File: src/logic/rmb_pkg.sv
package rmb_pkg;
   localparam int ID_W = 29;
   localparam int DLC_W = 4;
   localparam int DATA_W = 64;
   localparam int PAY_W = DLC_W + DATA_W;
   localparam int FRAME_W = ID_W + PAY_W;
   localparam int SLOTS = 2;
   localparam int FIFO_DEPTH = 8;
   localparam int ADDR_W = 4;
   localparam int BYTES_W = 104;
   localparam logic [ADDR_W-1:0] LAST_BYTE = 4'hc;
   localparam logic [1:0] CNT_EMPTY = 2'h0;
   localparam logic [1:0] CNT_FULL = 2'h2;
   localparam logic FLAG_RESET = 1'b0;
   localparam logic INT_N_IDLE = 1'b1;
   localparam logic [7:0] BYTE_ZERO = 8'h00;

   typedef struct packed {
      logic [1:0] cnt;
      logic rd_slot;
      logic ip;
      logic nd;
      logic ml;
      logic rp;
      logic int_n;
      logic [7:0] rd_data;
      logic rd_valid;
      logic [ADDR_W-1:0] hold_addr;
      logic hold_ok;
   } rmb_state_s;
endpackage

File: src/logic/rmb_fifo.sv
`timescale 1ns/1ps
module rmb_fifo #(
   parameter int WIDTH = 97,
   parameter int DEPTH = 8
) (
   input wire logic i_clk,
   input wire logic i_rst_n,
   input wire logic i_ce,
   input wire logic i_in_valid,
   input wire logic [WIDTH-1:0] i_in_data,
   output logic o_in_ready,
   output logic o_out_valid,
   output logic [WIDTH-1:0] o_out_data,
   input wire logic i_out_ready
);
   localparam int PW = $clog2(DEPTH);
   typedef struct packed {
      logic [PW-1:0] wptr;
      logic [PW-1:0] rptr;
      logic [PW:0] cnt;
      logic ready;
   } rmb_fifo_s;

   rmb_fifo_s st;
   rmb_fifo_s next_st;
   logic [WIDTH-1:0] mem [DEPTH];
   logic push;
   logic pop;

   assign push = i_ce && i_in_valid && st.ready;
   assign pop = i_ce && o_out_valid && i_out_ready;
   assign o_in_ready = st.ready;
   assign o_out_valid = (st.cnt != '0);
   assign o_out_data = mem[st.rptr];

   always_comb
   begin
      next_st = st;
      if (push)
      begin
         next_st.wptr = (st.wptr == PW'(DEPTH - 1)) ? '0 : st.wptr + 1'b1;
      end
      if (pop)
      begin
         next_st.rptr = (st.rptr == PW'(DEPTH - 1)) ? '0 : st.rptr + 1'b1;
      end
      next_st.cnt = st.cnt + {{PW{1'b0}}, push} - {{PW{1'b0}}, pop};
      // Registered ready keeps the source port glitch free
      next_st.ready = (next_st.cnt != (PW+1)'(DEPTH));
   end

   always_ff @(posedge i_clk or negedge i_rst_n)
   begin
      if (!i_rst_n)
      begin
         st <= '{wptr: '0, rptr: '0, cnt: '0, ready: 1'b0};
      end
      else if (i_ce)
      begin
         st <= next_st;
      end
   end

   always_ff @(posedge i_clk)
   begin
      if (push)
      begin
         mem[st.wptr] <= i_in_data;
      end
   end
endmodule // rmb_fifo

File: src/logic/rmb_mailbox.sv
`timescale 1ns/1ps
// Behaviour
// - In double-read mode a low-byte read of a pair latches its companion for the holding read.
// - Clearing pending and new-data for the first of two frames does not set them again.
// - A frame stored while new-data is set sets message-lost.
// - A frame stored while new-data is set sets remote-pending.
// - A third frame overwrites the older slot's identifier and keeps the newer slot's one.
// - From reset, before any frame, all four flags read 0 and the interrupt line is high.
// - A first frame sets new-data and pending and drives the interrupt low; others stay 0.
// - Clearing pending releases the interrupt line high even with a second frame unread.
module rmb_mailbox #(
   parameter int ID_W = rmb_pkg::ID_W,
   parameter int FIFO_DEPTH = rmb_pkg::FIFO_DEPTH
) (
   input wire logic I_SYS_CLK,
   input wire logic I_RST_N,
   input wire logic I_CE,
   input wire logic I_FRM_VALID,
   input wire logic [ID_W-1:0] I_FRM_ID,
   input wire logic [rmb_pkg::DLC_W-1:0] I_FRM_DLC,
   input wire logic [rmb_pkg::DATA_W-1:0] I_FRM_DATA,
   output logic O_FRM_READY,
   input wire logic I_STORE_HOLD,
   input wire logic I_RD,
   input wire logic [rmb_pkg::ADDR_W-1:0] I_RD_ADDR,
   input wire logic I_HS_RD,
   input wire logic I_DOUBLE_READ,
   input wire logic I_CLR_INT_PND,
   input wire logic I_CLR_NEW_DAT,
   input wire logic I_CLR_MSG_LST,
   input wire logic I_CLR_RMT_PND,
   output logic [7:0] O_RD_DATA,
   output logic O_RD_VALID,
   output logic O_INTERRUPT_PENDING_FLAG,
   output logic O_NEW_DATA_FLAG,
   output logic O_MESSAGE_LOST_FLAG,
   output logic O_REMOTE_PENDING_FLAG,
   output logic O_INT_N
);
   localparam int FW = ID_W + rmb_pkg::PAY_W;

   rmb_pkg::rmb_state_s st;
   rmb_pkg::rmb_state_s next_st;
   logic fifo_ready;
   logic frm_valid;
   logic [FW-1:0] frm_word;
   logic pop;
   logic id_we;
   logic id_addr;
   logic pay_we;
   logic pay_addr;
   logic [ID_W-1:0] mem_id;
   logic [rmb_pkg::PAY_W-1:0] mem_pay;
   logic [rmb_pkg::BYTES_W-1:0] frame_bytes;
   logic seen_store;

   // Store is held off while the host asks, so the FIFO takes the burst
   assign pop = I_CE && frm_valid && !I_STORE_HOLD;

   rmb_fifo #(
      .WIDTH(FW),
      .DEPTH(FIFO_DEPTH)
   ) u_fifo (
      .i_clk(I_SYS_CLK),
      .i_rst_n(I_RST_N),
      .i_ce(I_CE),
      .i_in_valid(I_FRM_VALID),
      .i_in_data({I_FRM_ID, I_FRM_DLC, I_FRM_DATA}),
      .o_in_ready(fifo_ready),
      .o_out_valid(frm_valid),
      .o_out_data(frm_word),
      .i_out_ready(!I_STORE_HOLD)
   );

   rmb_slot_mem #(
      .ID_W(ID_W),
      .PAY_W(rmb_pkg::PAY_W),
      .DEPTH(rmb_pkg::SLOTS)
   ) u_mem (
      .i_clk(I_SYS_CLK),
      .i_ce(I_CE),
      .i_id_we(id_we),
      .i_id_addr(id_addr),
      .i_id(frm_word[FW-1 -: ID_W]),
      .i_pay_we(pay_we),
      .i_pay_addr(pay_addr),
      .i_pay(frm_word[rmb_pkg::PAY_W-1:0]),
      .i_rd_addr(next_st.rd_slot),
      .o_id(mem_id),
      .o_pay(mem_pay)
   );

   // Byte image of the older slot: identifier (4), length (1), data (8)
   assign frame_bytes = {32'(mem_id), 4'h0, mem_pay};
   assign O_FRM_READY = fifo_ready;
   assign O_RD_DATA = st.rd_data;
   assign O_RD_VALID = st.rd_valid;
   assign O_INTERRUPT_PENDING_FLAG = st.ip;
   assign O_NEW_DATA_FLAG = st.nd;
   assign O_MESSAGE_LOST_FLAG = st.ml;
   assign O_REMOTE_PENDING_FLAG = st.rp;
   assign O_INT_N = st.int_n;

   always_comb
   begin
      logic free;
      logic [rmb_pkg::BYTES_W-1:0] shifted;
      logic [1:0] cnt_mid;
      logic slot_mid;
      free = 1'b0;
      shifted = '0;
      cnt_mid = st.cnt;
      slot_mid = st.rd_slot;
      next_st = st;
      id_we = 1'b0;
      pay_we = 1'b0;
      id_addr = 1'b0;
      pay_addr = 1'b0;

      // Host acknowledges by writing flags to their reset value
      if (I_CLR_INT_PND)
      begin
         next_st.ip = rmb_pkg::FLAG_RESET;
      end
      if (I_CLR_MSG_LST)
      begin
         next_st.ml = rmb_pkg::FLAG_RESET;
      end
      if (I_CLR_RMT_PND)
      begin
         next_st.rp = rmb_pkg::FLAG_RESET;
      end
      if (I_CLR_NEW_DAT)
      begin
         next_st.nd = rmb_pkg::FLAG_RESET;
         // Clearing new-data retires the older slot; the next one is not flagged again
         free = (st.cnt != rmb_pkg::CNT_EMPTY);
      end
      if (free)
      begin
         cnt_mid = st.cnt - 2'd1;
         slot_mid = !st.rd_slot;
      end

      if (pop)
      begin
         if (cnt_mid == rmb_pkg::CNT_FULL)
         begin
            // Third frame: identifier lands in the older slot, payload in the newer
            id_we = 1'b1;
            id_addr = slot_mid;
            pay_we = 1'b1;
            pay_addr = !slot_mid;
         end
         else
         begin
            id_we = 1'b1;
            pay_we = 1'b1;
            id_addr = slot_mid ^ cnt_mid[0];
            pay_addr = slot_mid ^ cnt_mid[0];
            cnt_mid = cnt_mid + 2'd1;
         end
         // Setting wins over a clear in the same cycle
         if (st.nd)
         begin
            next_st.ml = 1'b1;
            next_st.rp = 1'b1;
         end
         else
         begin
            next_st.nd = 1'b1;
            next_st.ip = 1'b1;
         end
         next_st.nd = next_st.nd | st.nd;
      end
      next_st.cnt = cnt_mid;
      next_st.rd_slot = slot_mid;
      next_st.int_n = !next_st.ip;

      next_st.rd_valid = I_RD || I_HS_RD;
      if (I_HS_RD)
      begin
         shifted = frame_bytes << {st.hold_addr, 3'b000};
         next_st.rd_data = st.hold_ok ? shifted[rmb_pkg::BYTES_W-1 -: 8] : rmb_pkg::BYTE_ZERO;
         next_st.hold_ok = 1'b0;
      end
      else if (I_RD)
      begin
         shifted = frame_bytes << {I_RD_ADDR, 3'b000};
         next_st.rd_data = (I_RD_ADDR <= rmb_pkg::LAST_BYTE) ?
            shifted[rmb_pkg::BYTES_W-1 -: 8] : rmb_pkg::BYTE_ZERO;
         // Holds the index, not the byte: a store before the holding read shows the new byte
         if (I_DOUBLE_READ && !I_RD_ADDR[0] && I_RD_ADDR < rmb_pkg::LAST_BYTE)
         begin
            next_st.hold_addr = I_RD_ADDR + 4'h1;
            next_st.hold_ok = 1'b1;
         end
      end
   end

   always_ff @(posedge I_SYS_CLK or negedge I_RST_N)
   begin
      if (!I_RST_N)
      begin
         st <= '{cnt: rmb_pkg::CNT_EMPTY, rd_slot: 1'b0, ip: rmb_pkg::FLAG_RESET,
                 nd: rmb_pkg::FLAG_RESET, ml: rmb_pkg::FLAG_RESET, rp: rmb_pkg::FLAG_RESET,
                 int_n: rmb_pkg::INT_N_IDLE, rd_data: rmb_pkg::BYTE_ZERO, rd_valid: 1'b0,
                 hold_addr: '0, hold_ok: 1'b0};
      end
      else if (I_CE)
      begin
         st <= next_st;
      end
   end

   always_ff @(posedge I_SYS_CLK or negedge I_RST_N)
   begin
      if (!I_RST_N)
      begin
         seen_store <= 1'b0;
      end
      else if (pop)
      begin
         seen_store <= 1'b1;
      end
   end

   a_reset_idle_flags: assert property (@(posedge I_SYS_CLK) disable iff (!I_RST_N)
      !seen_store |-> (!st.ip && !st.nd && !st.ml && !st.rp && O_INT_N))
      else $error("Flags not idle before first frame");

   a_first_frame_flags: assert property (@(posedge I_SYS_CLK) disable iff (!I_RST_N)
      (pop && !st.nd && !st.ml && !st.rp && !I_CLR_INT_PND) |=>
         (st.nd && st.ip && !O_INT_N && !st.ml && !st.rp))
      else $error("First frame did not raise new data and interrupt");

   a_second_sets_lost: assert property (@(posedge I_SYS_CLK) disable iff (!I_RST_N)
      (pop && st.nd) |=> (st.ml && st.nd))
      else $error("Message lost not set on second frame");

   a_second_sets_remote: assert property (@(posedge I_SYS_CLK) disable iff (!I_RST_N)
      (pop && st.nd) |=> st.rp)
      else $error("Remote pending not set on second frame");

   a_no_flag_reassert: assert property (@(posedge I_SYS_CLK) disable iff (!I_RST_N)
      (I_CE && I_CLR_NEW_DAT && (I_CLR_INT_PND || !st.ip) && st.cnt == 2'd2 &&
         !frm_valid && !I_FRM_VALID) |=>
         (!st.nd && !st.ip) [*2])
      else $error("Flags set again for second buffered frame");

   a_clear_releases_int: assert property (@(posedge I_SYS_CLK) disable iff (!I_RST_N)
      (I_CE && I_CLR_INT_PND && !I_CLR_NEW_DAT && !pop) |=> (!st.ip && O_INT_N && $stable(st.cnt)))
      else $error("Interrupt not released by pending clear");

   a_third_keeps_id: assert property (@(posedge I_SYS_CLK) disable iff (!I_RST_N)
      (pop && st.cnt == 2'd2 && !I_CLR_NEW_DAT) |->
         (id_we && id_addr == st.rd_slot && pay_addr != st.rd_slot))
      else $error("Third frame identifier placed wrongly");

   a_double_read_latch: assert property (@(posedge I_SYS_CLK) disable iff (!I_RST_N)
      (I_CE && I_RD && !I_HS_RD && I_DOUBLE_READ && !I_RD_ADDR[0] && I_RD_ADDR < 4'd12) |=>
         (st.hold_ok && st.hold_addr == $past(I_RD_ADDR) + 4'd1 && O_RD_VALID))
      else $error("Companion byte not latched");

   a_older_slot_first: assert property (@(posedge I_SYS_CLK) disable iff (!I_RST_N)
      (I_CE && I_CLR_NEW_DAT && st.cnt == 2'd2 && !pop) |=>
         (st.cnt == 2'd1 && st.rd_slot != $past(st.rd_slot)))
      else $error("Slot not advanced to the newer frame");

   a_lost_needs_store: assert property (@(posedge I_SYS_CLK) disable iff (!I_RST_N)
      (!st.ml && !pop) |=> !st.ml)
      else $error("Message lost rose without a store");

   a_remote_needs_store: assert property (@(posedge I_SYS_CLK) disable iff (!I_RST_N)
      (!st.rp && !pop) |=> !st.rp)
      else $error("Remote pending rose without a store");

   a_pending_only_first: assert property (@(posedge I_SYS_CLK) disable iff (!I_RST_N)
      (!st.ip && !(pop && !st.nd)) |=> !st.ip)
      else $error("Pending set without a first frame");

   a_hold_read_empty: assert property (@(posedge I_SYS_CLK) disable iff (!I_RST_N)
      (I_CE && I_HS_RD && !st.hold_ok) |=> (O_RD_VALID && O_RD_DATA == rmb_pkg::BYTE_ZERO))
      else $error("Empty holding read returned data");

   a_third_keeps_count: assert property (@(posedge I_SYS_CLK) disable iff (!I_RST_N)
      (pop && st.cnt == 2'd2 && !I_CLR_NEW_DAT) |=> (st.cnt == 2'd2 && $stable(st.rd_slot)))
      else $error("Third frame changed slot count or order");

   a_first_frame_slot: assert property (@(posedge I_SYS_CLK) disable iff (!I_RST_N)
      (pop && st.cnt == rmb_pkg::CNT_EMPTY) |->
         (id_we && pay_we && id_addr == st.rd_slot && pay_addr == st.rd_slot))
      else $error("First frame not written to the read slot");

   a_read_past_end: assert property (@(posedge I_SYS_CLK) disable iff (!I_RST_N)
      (I_CE && I_RD && !I_HS_RD && I_RD_ADDR > rmb_pkg::LAST_BYTE) |=>
         (O_RD_VALID && O_RD_DATA == rmb_pkg::BYTE_ZERO))
      else $error("Read beyond the frame image not zero");

   a_enable_freezes: assert property (@(posedge I_SYS_CLK) disable iff (!I_RST_N)
      !I_CE |=> $stable(st))
      else $error("State moved while clock enable was low");
endmodule // rmb_mailbox

File: src/logic/rmb_slot_mem.sv
`timescale 1ns/1ps
module rmb_slot_mem #(
   parameter int ID_W = 29,
   parameter int PAY_W = 68,
   parameter int DEPTH = 2
) (
   input wire logic i_clk,
   input wire logic i_ce,
   input wire logic i_id_we,
   input wire logic [$clog2(DEPTH)-1:0] i_id_addr,
   input wire logic [ID_W-1:0] i_id,
   input wire logic i_pay_we,
   input wire logic [$clog2(DEPTH)-1:0] i_pay_addr,
   input wire logic [PAY_W-1:0] i_pay,
   input wire logic [$clog2(DEPTH)-1:0] i_rd_addr,
   output logic [ID_W-1:0] o_id,
   output logic [PAY_W-1:0] o_pay
);
   // Identifier and payload are written apart so one can move without the other
   logic [ID_W-1:0] id_mem [DEPTH];
   logic [PAY_W-1:0] pay_mem [DEPTH];

   always_ff @(posedge i_clk)
   begin
      if (i_ce)
      begin
         if (i_id_we)
         begin
            id_mem[i_id_addr] <= i_id;
         end
         if (i_pay_we)
         begin
            pay_mem[i_pay_addr] <= i_pay;
         end
         o_id <= id_mem[i_rd_addr];
         o_pay <= pay_mem[i_rd_addr];
      end
   end
endmodule // rmb_slot_mem

File: config.mk
export PLATFORM = sky130hd
export DESIGN_NAME = rmb_mailbox
export DESIGN_NICKNAME = d
export VERILOG_FILES = /design/src/logic/rmb_pkg.sv /design/src/logic/rmb_fifo.sv /design/src/logic/rmb_mailbox.sv /design/src/logic/rmb_slot_mem.sv
export SDC_FILE = /design/constraint.sdc
export NUM_CORES = 1
export LEC_CHECK = 0
export ABC_CLOCK_PERIOD_IN_PS = 19800
export BUFFER_PORTS_ARGS = -buffer_cell sky130_fd_sc_hd__buf_2
export CAP_MARGIN = 10
export CORE_UTILIZATION = 55
export DETAILED_ROUTE_END_ITERATION = 8
export PLACE_DENSITY = 0.74
export REMOVE_ABC_BUFFERS = 1
export SETUP_SLACK_MARGIN = 0.1
export SYNTH_ARGS = -nofsm -noshare
export SYNTH_HDL_FRONTEND = slang
export SYNTH_SLANG_ARGS = --single-unit
File: constraint.sdc
create_clock -name I_SYS_CLK -period 19.8 [get_ports I_SYS_CLK]
set_input_delay 0.99 -clock I_SYS_CLK [delete_from_list [all_inputs] [get_ports I_SYS_CLK]]
set_output_delay 0.99 -clock I_SYS_CLK [all_outputs]
set_load 0.05 [all_outputs]
== After elaboration in Yosys (flattened, before gate mapping) ==
Memory sizes are Yosys's and may differ from the RTL's. A register that Yosys moved wholly into a read port is not among the register bits.
Index checks and enable logic that the tools add are counted.

* Bits in writable memories: 970
* Output and inout bits: 15
* Flip-flop bits (word level): 33
* Word-level logic and storage cells: 89
* Memories: 3

{| class="wikitable"
|+ Memories
! name !! depth !! bits a word !! rd ports !! clocked after memory_dff !! write ports !! RTL line !! RTL
|-
| u_fifo.mem || 8 || 97 || 1 || 0 || 1 || rmb_fifo.sv:26 || <nowiki>logic [WIDTH-1:0] mem [DEPTH];</nowiki>
|-
| u_mem.pay_mem || 2 || 68 || 1 || 1 || 1 || rmb_slot_mem.sv:21 || <nowiki>logic [PAY_W-1:0] pay_mem [DEPTH];</nowiki>
|-
| u_mem.id_mem || 2 || 29 || 1 || 1 || 1 || rmb_slot_mem.sv:20 || <nowiki>logic [ID_W-1:0] id_mem [DEPTH];</nowiki>
|}

* Reduce and logical (&&, ||, !) cells: 21
* $lt $le $gt $ge: 2
* Eq/ne operators: 4
* Multiplexer cells: 32
* Bitwise gates (word level): 3
* Shift operators: 2
* $add $sub $neg: 7

{| class="wikitable"
|+ Operators by type and width
! operator !! count
|-
| << shifter 101 x 7 -> 104 bit || 2
|-
| two-way mux 8 bit || 4
|-
| two-way mux 1 bit || 19
|-
| two-way mux 2 bit || 6
|-
| adder 3 x 1 -> 3 bit (second input constant) || 2
|-
| == test 3 bit (second input constant) || 2
|-
| logical AND 1 bit || 6
|-
| two-way mux 3 bit || 2
|-
| AND reduction 2 bit || 3
|-
| nonzero test 2 bit || 3
|-
| zero test 1 bit || 5
|-
| adder 4 x 1 -> 4 bit || 1
|-
| adder 4 x 1 -> 4 bit (second input constant) || 1
|-
| less-or-equal comparator 4 bit (second input constant) || 1
|-
| less-than comparator 4 bit (second input constant) || 1
|-
| two-way mux 4 bit || 1
|-
| != test 4 bit (second input constant) || 1
|-
| AND reduction 4 bit || 1
|-
| nonzero test 4 bit || 1
|-
| subtractor 4 x 1 -> 4 bit || 1
|-
| AND reduction 3 bit || 1
|-
| adder 2 x 1 -> 2 bit (second input constant) || 1
|-
| == test 2 bit (second input constant) || 1
|-
| subtractor 2 x 1 -> 2 bit (second input constant) || 1
|-
| other kinds (4) || 4
|}

== Longest topological paths before layout ==
* Word-level depth: 7
* Mapped depth: 13

== Cells and area by module ==
A second synthesis with hierarchy kept.

* Cells, all modules: 1,883
* Area total of the unflattened synthesis: 42,799.8 um2

{| class="wikitable"
|+ Modules (own cells, without submodules)
! module !! times used !! area an instance (um2) !! seq. area each (um2) !! cells an instance
|-
| rmb_fifo || 1 || 29,899.9 || 23,577.6 || 1,194
|-
| rmb_slot_mem || 1 || 10,059.6 || 8,738.4 || 403
|-
| rmb_mailbox || 1 || 2,840.2 || 551.8 || 286
|}

== Worst setup path after synthesis ==
No wires, ideal clock.

* Path type: input -> register
* From: input port I_CE
* To: memory u_fifo.mem[0][0], enable pin
* Data required time: 19,006 ps
* Setup slack: 8,272 ps
* Stages: 3
* Setup time: 794 ps
* Arrival time: 10,734 ps
* Cell sequence: clkbuf_1 > nand3_1 > nor4_1

* Cells in the longest elaborated chain, start to end: 4

{| class="wikitable"
|+ Ends and longest elaborated chain
! item !! RTL line !! RTL
|-
| start: declaration || rmb_mailbox.sv:17 || <nowiki>input wire logic I_CE,</nowiki>
|-
| logical AND 1 bit (2 in series) || rmb_fifo.sv:30 || <nowiki>assign push = i_ce && i_in_valid && st.ready;</nowiki>
|-
| two-way mux 1 bit || rmb_fifo.sv:66 || <nowiki>if (push)</nowiki>
|-
| two-way mux 1 bit (implied by the code) || rmb_fifo.sv:68 || <nowiki>mem[st.wptr] <= i_in_data;</nowiki>
|-
| end: declaration || rmb_fifo.sv:26 ||
|}

No other way between the ends.

== Final worst setup path ==
* From: register u_fifo.st[5] in the netlist's numbering
* To: memory u_mem.pay_mem[0][12] (data pin)

* Cells in the longest elaborated chain, start to end: 1

{| class="wikitable"
|+ Ends and longest elaborated chain
! item !! RTL line !! RTL
|-
| start: declaration || rmb_fifo.sv:24 || <nowiki>rmb_fifo_s st;</nowiki>
|-
| start signal: assignment || rmb_fifo.sv:56 || <nowiki>st <= '{wptr: '0, rptr: '0, cnt: '0, ready: 1'b0};</nowiki>
|-
| start signal: assignment || rmb_fifo.sv:60 || <nowiki>st <= next_st;</nowiki>
|-
| memory (8 x 97 bit) || - ||
|-
| via frm_word[12] || rmb_mailbox.sv:46 || <nowiki>logic [FW-1:0] frm_word;</nowiki>
|-
| end: declaration || rmb_slot_mem.sv:21 ||
|}

The timed path passes the listed nets, and every way through them passes these cells.

==> summary.txt <==
Timing
  • Part of the cycle the worst path needs: 0.232
  • Max Slew Vio Count: 0
  • Fin Setup TNS: 0 ns
  • Setup violations, final: 0
  • Min Tclk post-route: 4.60 ns
  • Clock skew: 0.0216 ns
  • Worst slew pin tran: 1.08 ns
  • Max transition margin: 0.282
  • Fmax: about 220 MHz
  • RSZ-0062 raised after global routing: false
  • Hold Vio Cnt, Final: 0

GRT
  • Busiest grt layer: met2
  • Total global-route track usage: 0.221
  • Vias in the first global route: roughly 20000
  • First-pass GRT wire length: 128000 um
  • Global routing met1 resource utilization: 0.305
  • Largest net degree at the start of global routing: 98
  • Met3 Usage GRT: 0.0468
  • Met2 Use GR: 0.359
  • GR Overflow Total: 0
  • Initial antenna violation count: 16

Route
  • Initial drt markers: 1774
  • Detail Route Antenna Nets: 0
  • Routed length per instance: approximately 27 um
  • Vias: 19800
  • Total wire length: 85100 um
  • DRT Pass-1 Iters: 5
  • Drt drc: 0
  • Drt via density: a little over 6

Worst hold path
  • Hold WC Path Type: input port to async pin

Setup path
  • Number of stages on the worst setup path: 5
  • RR Startpoint: u_fifo.st[5]
  • Reg2reg setup slack: 15.20 ns
  • R2R depth: 5
  • Crit. End Element: flop
  • Worst reg2reg path endpoint: u_mem.pay_mem[0][12]
  • CP required: between 20 and 25 ns
  • WS Path Type: flop to flop
  • Worst Path Arrival: 5.01 ns
  • Maximum fanout along the worst path: 51
  • Critical path's largest stage delay: about 0.97 ns
  • Slowest stage cell, crit path: dfrtp_4
  • CP Launch Type: flop
  • Crit-path cells: buf_4 > buf_4 > buf_4 > mux4_2 > mux2_2
  • Crit path buf inv count: 3
  • CP most frequent cell: buf_4
  • Delay-heaviest family, CP: buffers and inverters

Pwr
  • Pwr Density: 143 nW/um^2
  • Leakage power: 15.4 nW
  • Peak VDD IR: 0.0000824 V

Yosys
  • Sequential element share of the synthesized area: 0.770
  • Number of synthesized flops with an enable pin: between 1000 and 1500
  • Gate Count Post-Synth: 1926
  • Cell Area, Synth: 42700 sq um
  • YS warnings: 0
  • #FFs+latches synth: 1100
  • Synth Area per Inst: 22.2 sq um
  • Async SR Flop Fraction: 0.0300
  • Synth Flop Type: edfxtp_1
  • Distinct cells, synth: 62

Clocking
  • Clk_lat worst skew: 0.67 ns
  • Resized cells post-CTS: 0
  • CTS Root Cell: clkbuf_16
  • CTS tree: built
  • Clock transition at path regs: approximately 0.06 ns
  • H-tree depth: 3
  • CTS Buf Count: 105
  • Post-CTS Hold Fix Bufs: 0
  • Setup Buffers After CTS: 0
  • Buffer depth of the longest clock path: 3
  • CTS Sinks: 1100

Layout
  • Final core utilization: 0.625
  • Layout Nets: 2216
  • Fill cells: 5026
  • Share of layout cells above drive strength 1: 0.347
  • Layout Area Growth over Synthesis: 11.8%

Run
  • Max Cap Violations: 0

Die
  • Die area: 78700 sq um
  • Core ar.: 76300 sq um
  • Initial core utilization: 0.559
  • Die height: 281 um
  • # rows: 101
  • Die width: 281 um
  • # IOs: between 100 and 150

Placed design
  • Input/output buffers: 127
  • Final Wtd Congestion: 0.859
  • Final HPWL DP: 45300 um

Outcome
  • Run status: finished, final reports clean
## through the flow
step	std cells	hold slack [ns]	setup slack [ns]	total power, mW	area [sq um]
2_1_floorplan	1824	0.484	8.58	4.67	42000
4_1_cts	3203	0.437	14.99	6.90	47700
6_report	3209	0.438	15.20	6.84	47700
3_3_place_gp	3011	0.460	15.05	4.91	44400
3_5_place_dp	3011	0.484	15.01	4.96	44400
5_1_grt	3204	0.472	14.71	7.10	47700
## cells in the mapped netlist, drive strengths merged, types with 7 or more instances
cell type,number,area share
edfxtp,1067,0.75
mux2,214,0.057
mux4,213,0.11
buf,77,0.013
nand2,39,0.0034
dfrtp,32,0.019
mux2i,29,0.0068
clkbuf,25,0.0022
nor2,23,0.0020
o21ai,21,0.0025
a21oi,19,0.0022
inv,19,0.0017
ha,14,0.0041
nor3,14,0.0016
nand2b,10,0.0015
a211oi,8,0.0014
nand3,8,0.00094
a31oi,7,0.0010
## layout make-up
| cell class | count | area (sq um) | area share |
|---|---|---|---|
| Timing Repair Buffer | 157 | 951 | 0.0199 |
| Antenna cell | 6 | 15.0 | 0.000315 |
| Clock inverter | 65 | 604 | 0.0127 |
| Clock buffer | 127 | 2750 | 0.0577 |
| Multi-Input combinational cell | 703 | 9150 | 0.192 |
| Inverter | 21 | 78.8 | 0.00165 |
| Tap cell | 1030 | 1290 | 0.0270 |
| Sequential cell | 1100 | 32900 | 0.689 |
## per-layer routing
metal	routed length [um]	vias up
met1	35100	10500
met5	121	-
met3	6220	140
met2	42000	797
met4	1660	20
li1	-	8355
## report_power, final
group	switching (mW)	internal [mW]	total [mW]	leakage, nW
Combinational	0.865	0.797	1.66	3.65
Sequential	0.180	3.06	3.24	10.1
Clock	0.829	1.11	1.94	1.61
Total	1.87	4.96	6.84	15.4
## cell usage in the layout (no fill, tap or decap), drive strengths merged, types with 14 or more instances in the layout
cell and count:
buf 157, dfrtp 32, nand2 39, clkbuf 127
a21oi 19, ha 14, mux2 214, edfxtp 1067
clkinv 45, mux4 213, inv 22, nor2 23
nor3 14, mux2i 29, o21ai 21
## worst reg2reg max path, cell delays in order (launching register included)
cell	delay [ns]
dfrtp_4	0.97
buf_4	0.84
buf_4	0.95
buf_4	0.69
mux4_2	0.61
mux2_2	0.30
## logic make-up (layout without fill, tap and decap cells)
family / after synthesis / in the layout / share of synthesized area
adder cells (fa/ha/maj): 15 / 15 / 0.00457
multiplexers: 456 / 456 / 0.176
buffers and inverters: 123 / 370 / 0.0172
XOR/XNOR: 8 / 8 / 0.00182
AO/OA/AOI/OAI: 101 / 101 / 0.0164
flip-flops: 1100 / 1100 / 0.770
other: 0 / 6 / 0
AND/OR/NAND/NOR: 123 / 123 / 0.0141
## worst max-delay path by stage
stage | from | slack (ns) | endpoint
2_1_floorplan | I_CE | 8.58 | u_fifo.mem[0][0]
3_3_place_gp | u_fifo.st[5] | 15.05 | u_mem.pay_mem[0][33]
3_5_place_dp | u_fifo.st[5] | 15.01 | u_mem.pay_mem[0][12]
4_1_cts | u_fifo.st[5] | 14.99 | u_mem.pay_mem[0][64]
5_1_grt | u_fifo.st[5] | 14.71 | u_mem.pay_mem[0][12]
6_report | u_fifo.st[5] | 15.20 | u_mem.pay_mem[0][12]
## state kept, by name, indices dropped and copies added (netlist names)
name / count
u_mem.id_mem: 58
O_RD_VALID: 1
O_NEW_DATA_FLAG: 1
u_fifo.o_in_ready: 1
u_mem.o_pay: 68
O_MESSAGE_LOST_FLAG: 1
u_mem.pay_mem: 136
st: 8
O_REMOTE_PENDING_FLAG: 1
u_fifo.mem: 776
O_INT_N: 1
u_fifo.st: 10
O_RD_DATA: 8
u_mem.o_id: 29
O_INTERRUPT_PENDING_FLAG: 1
No activity file was read; power rests on OpenSTA's default activity.
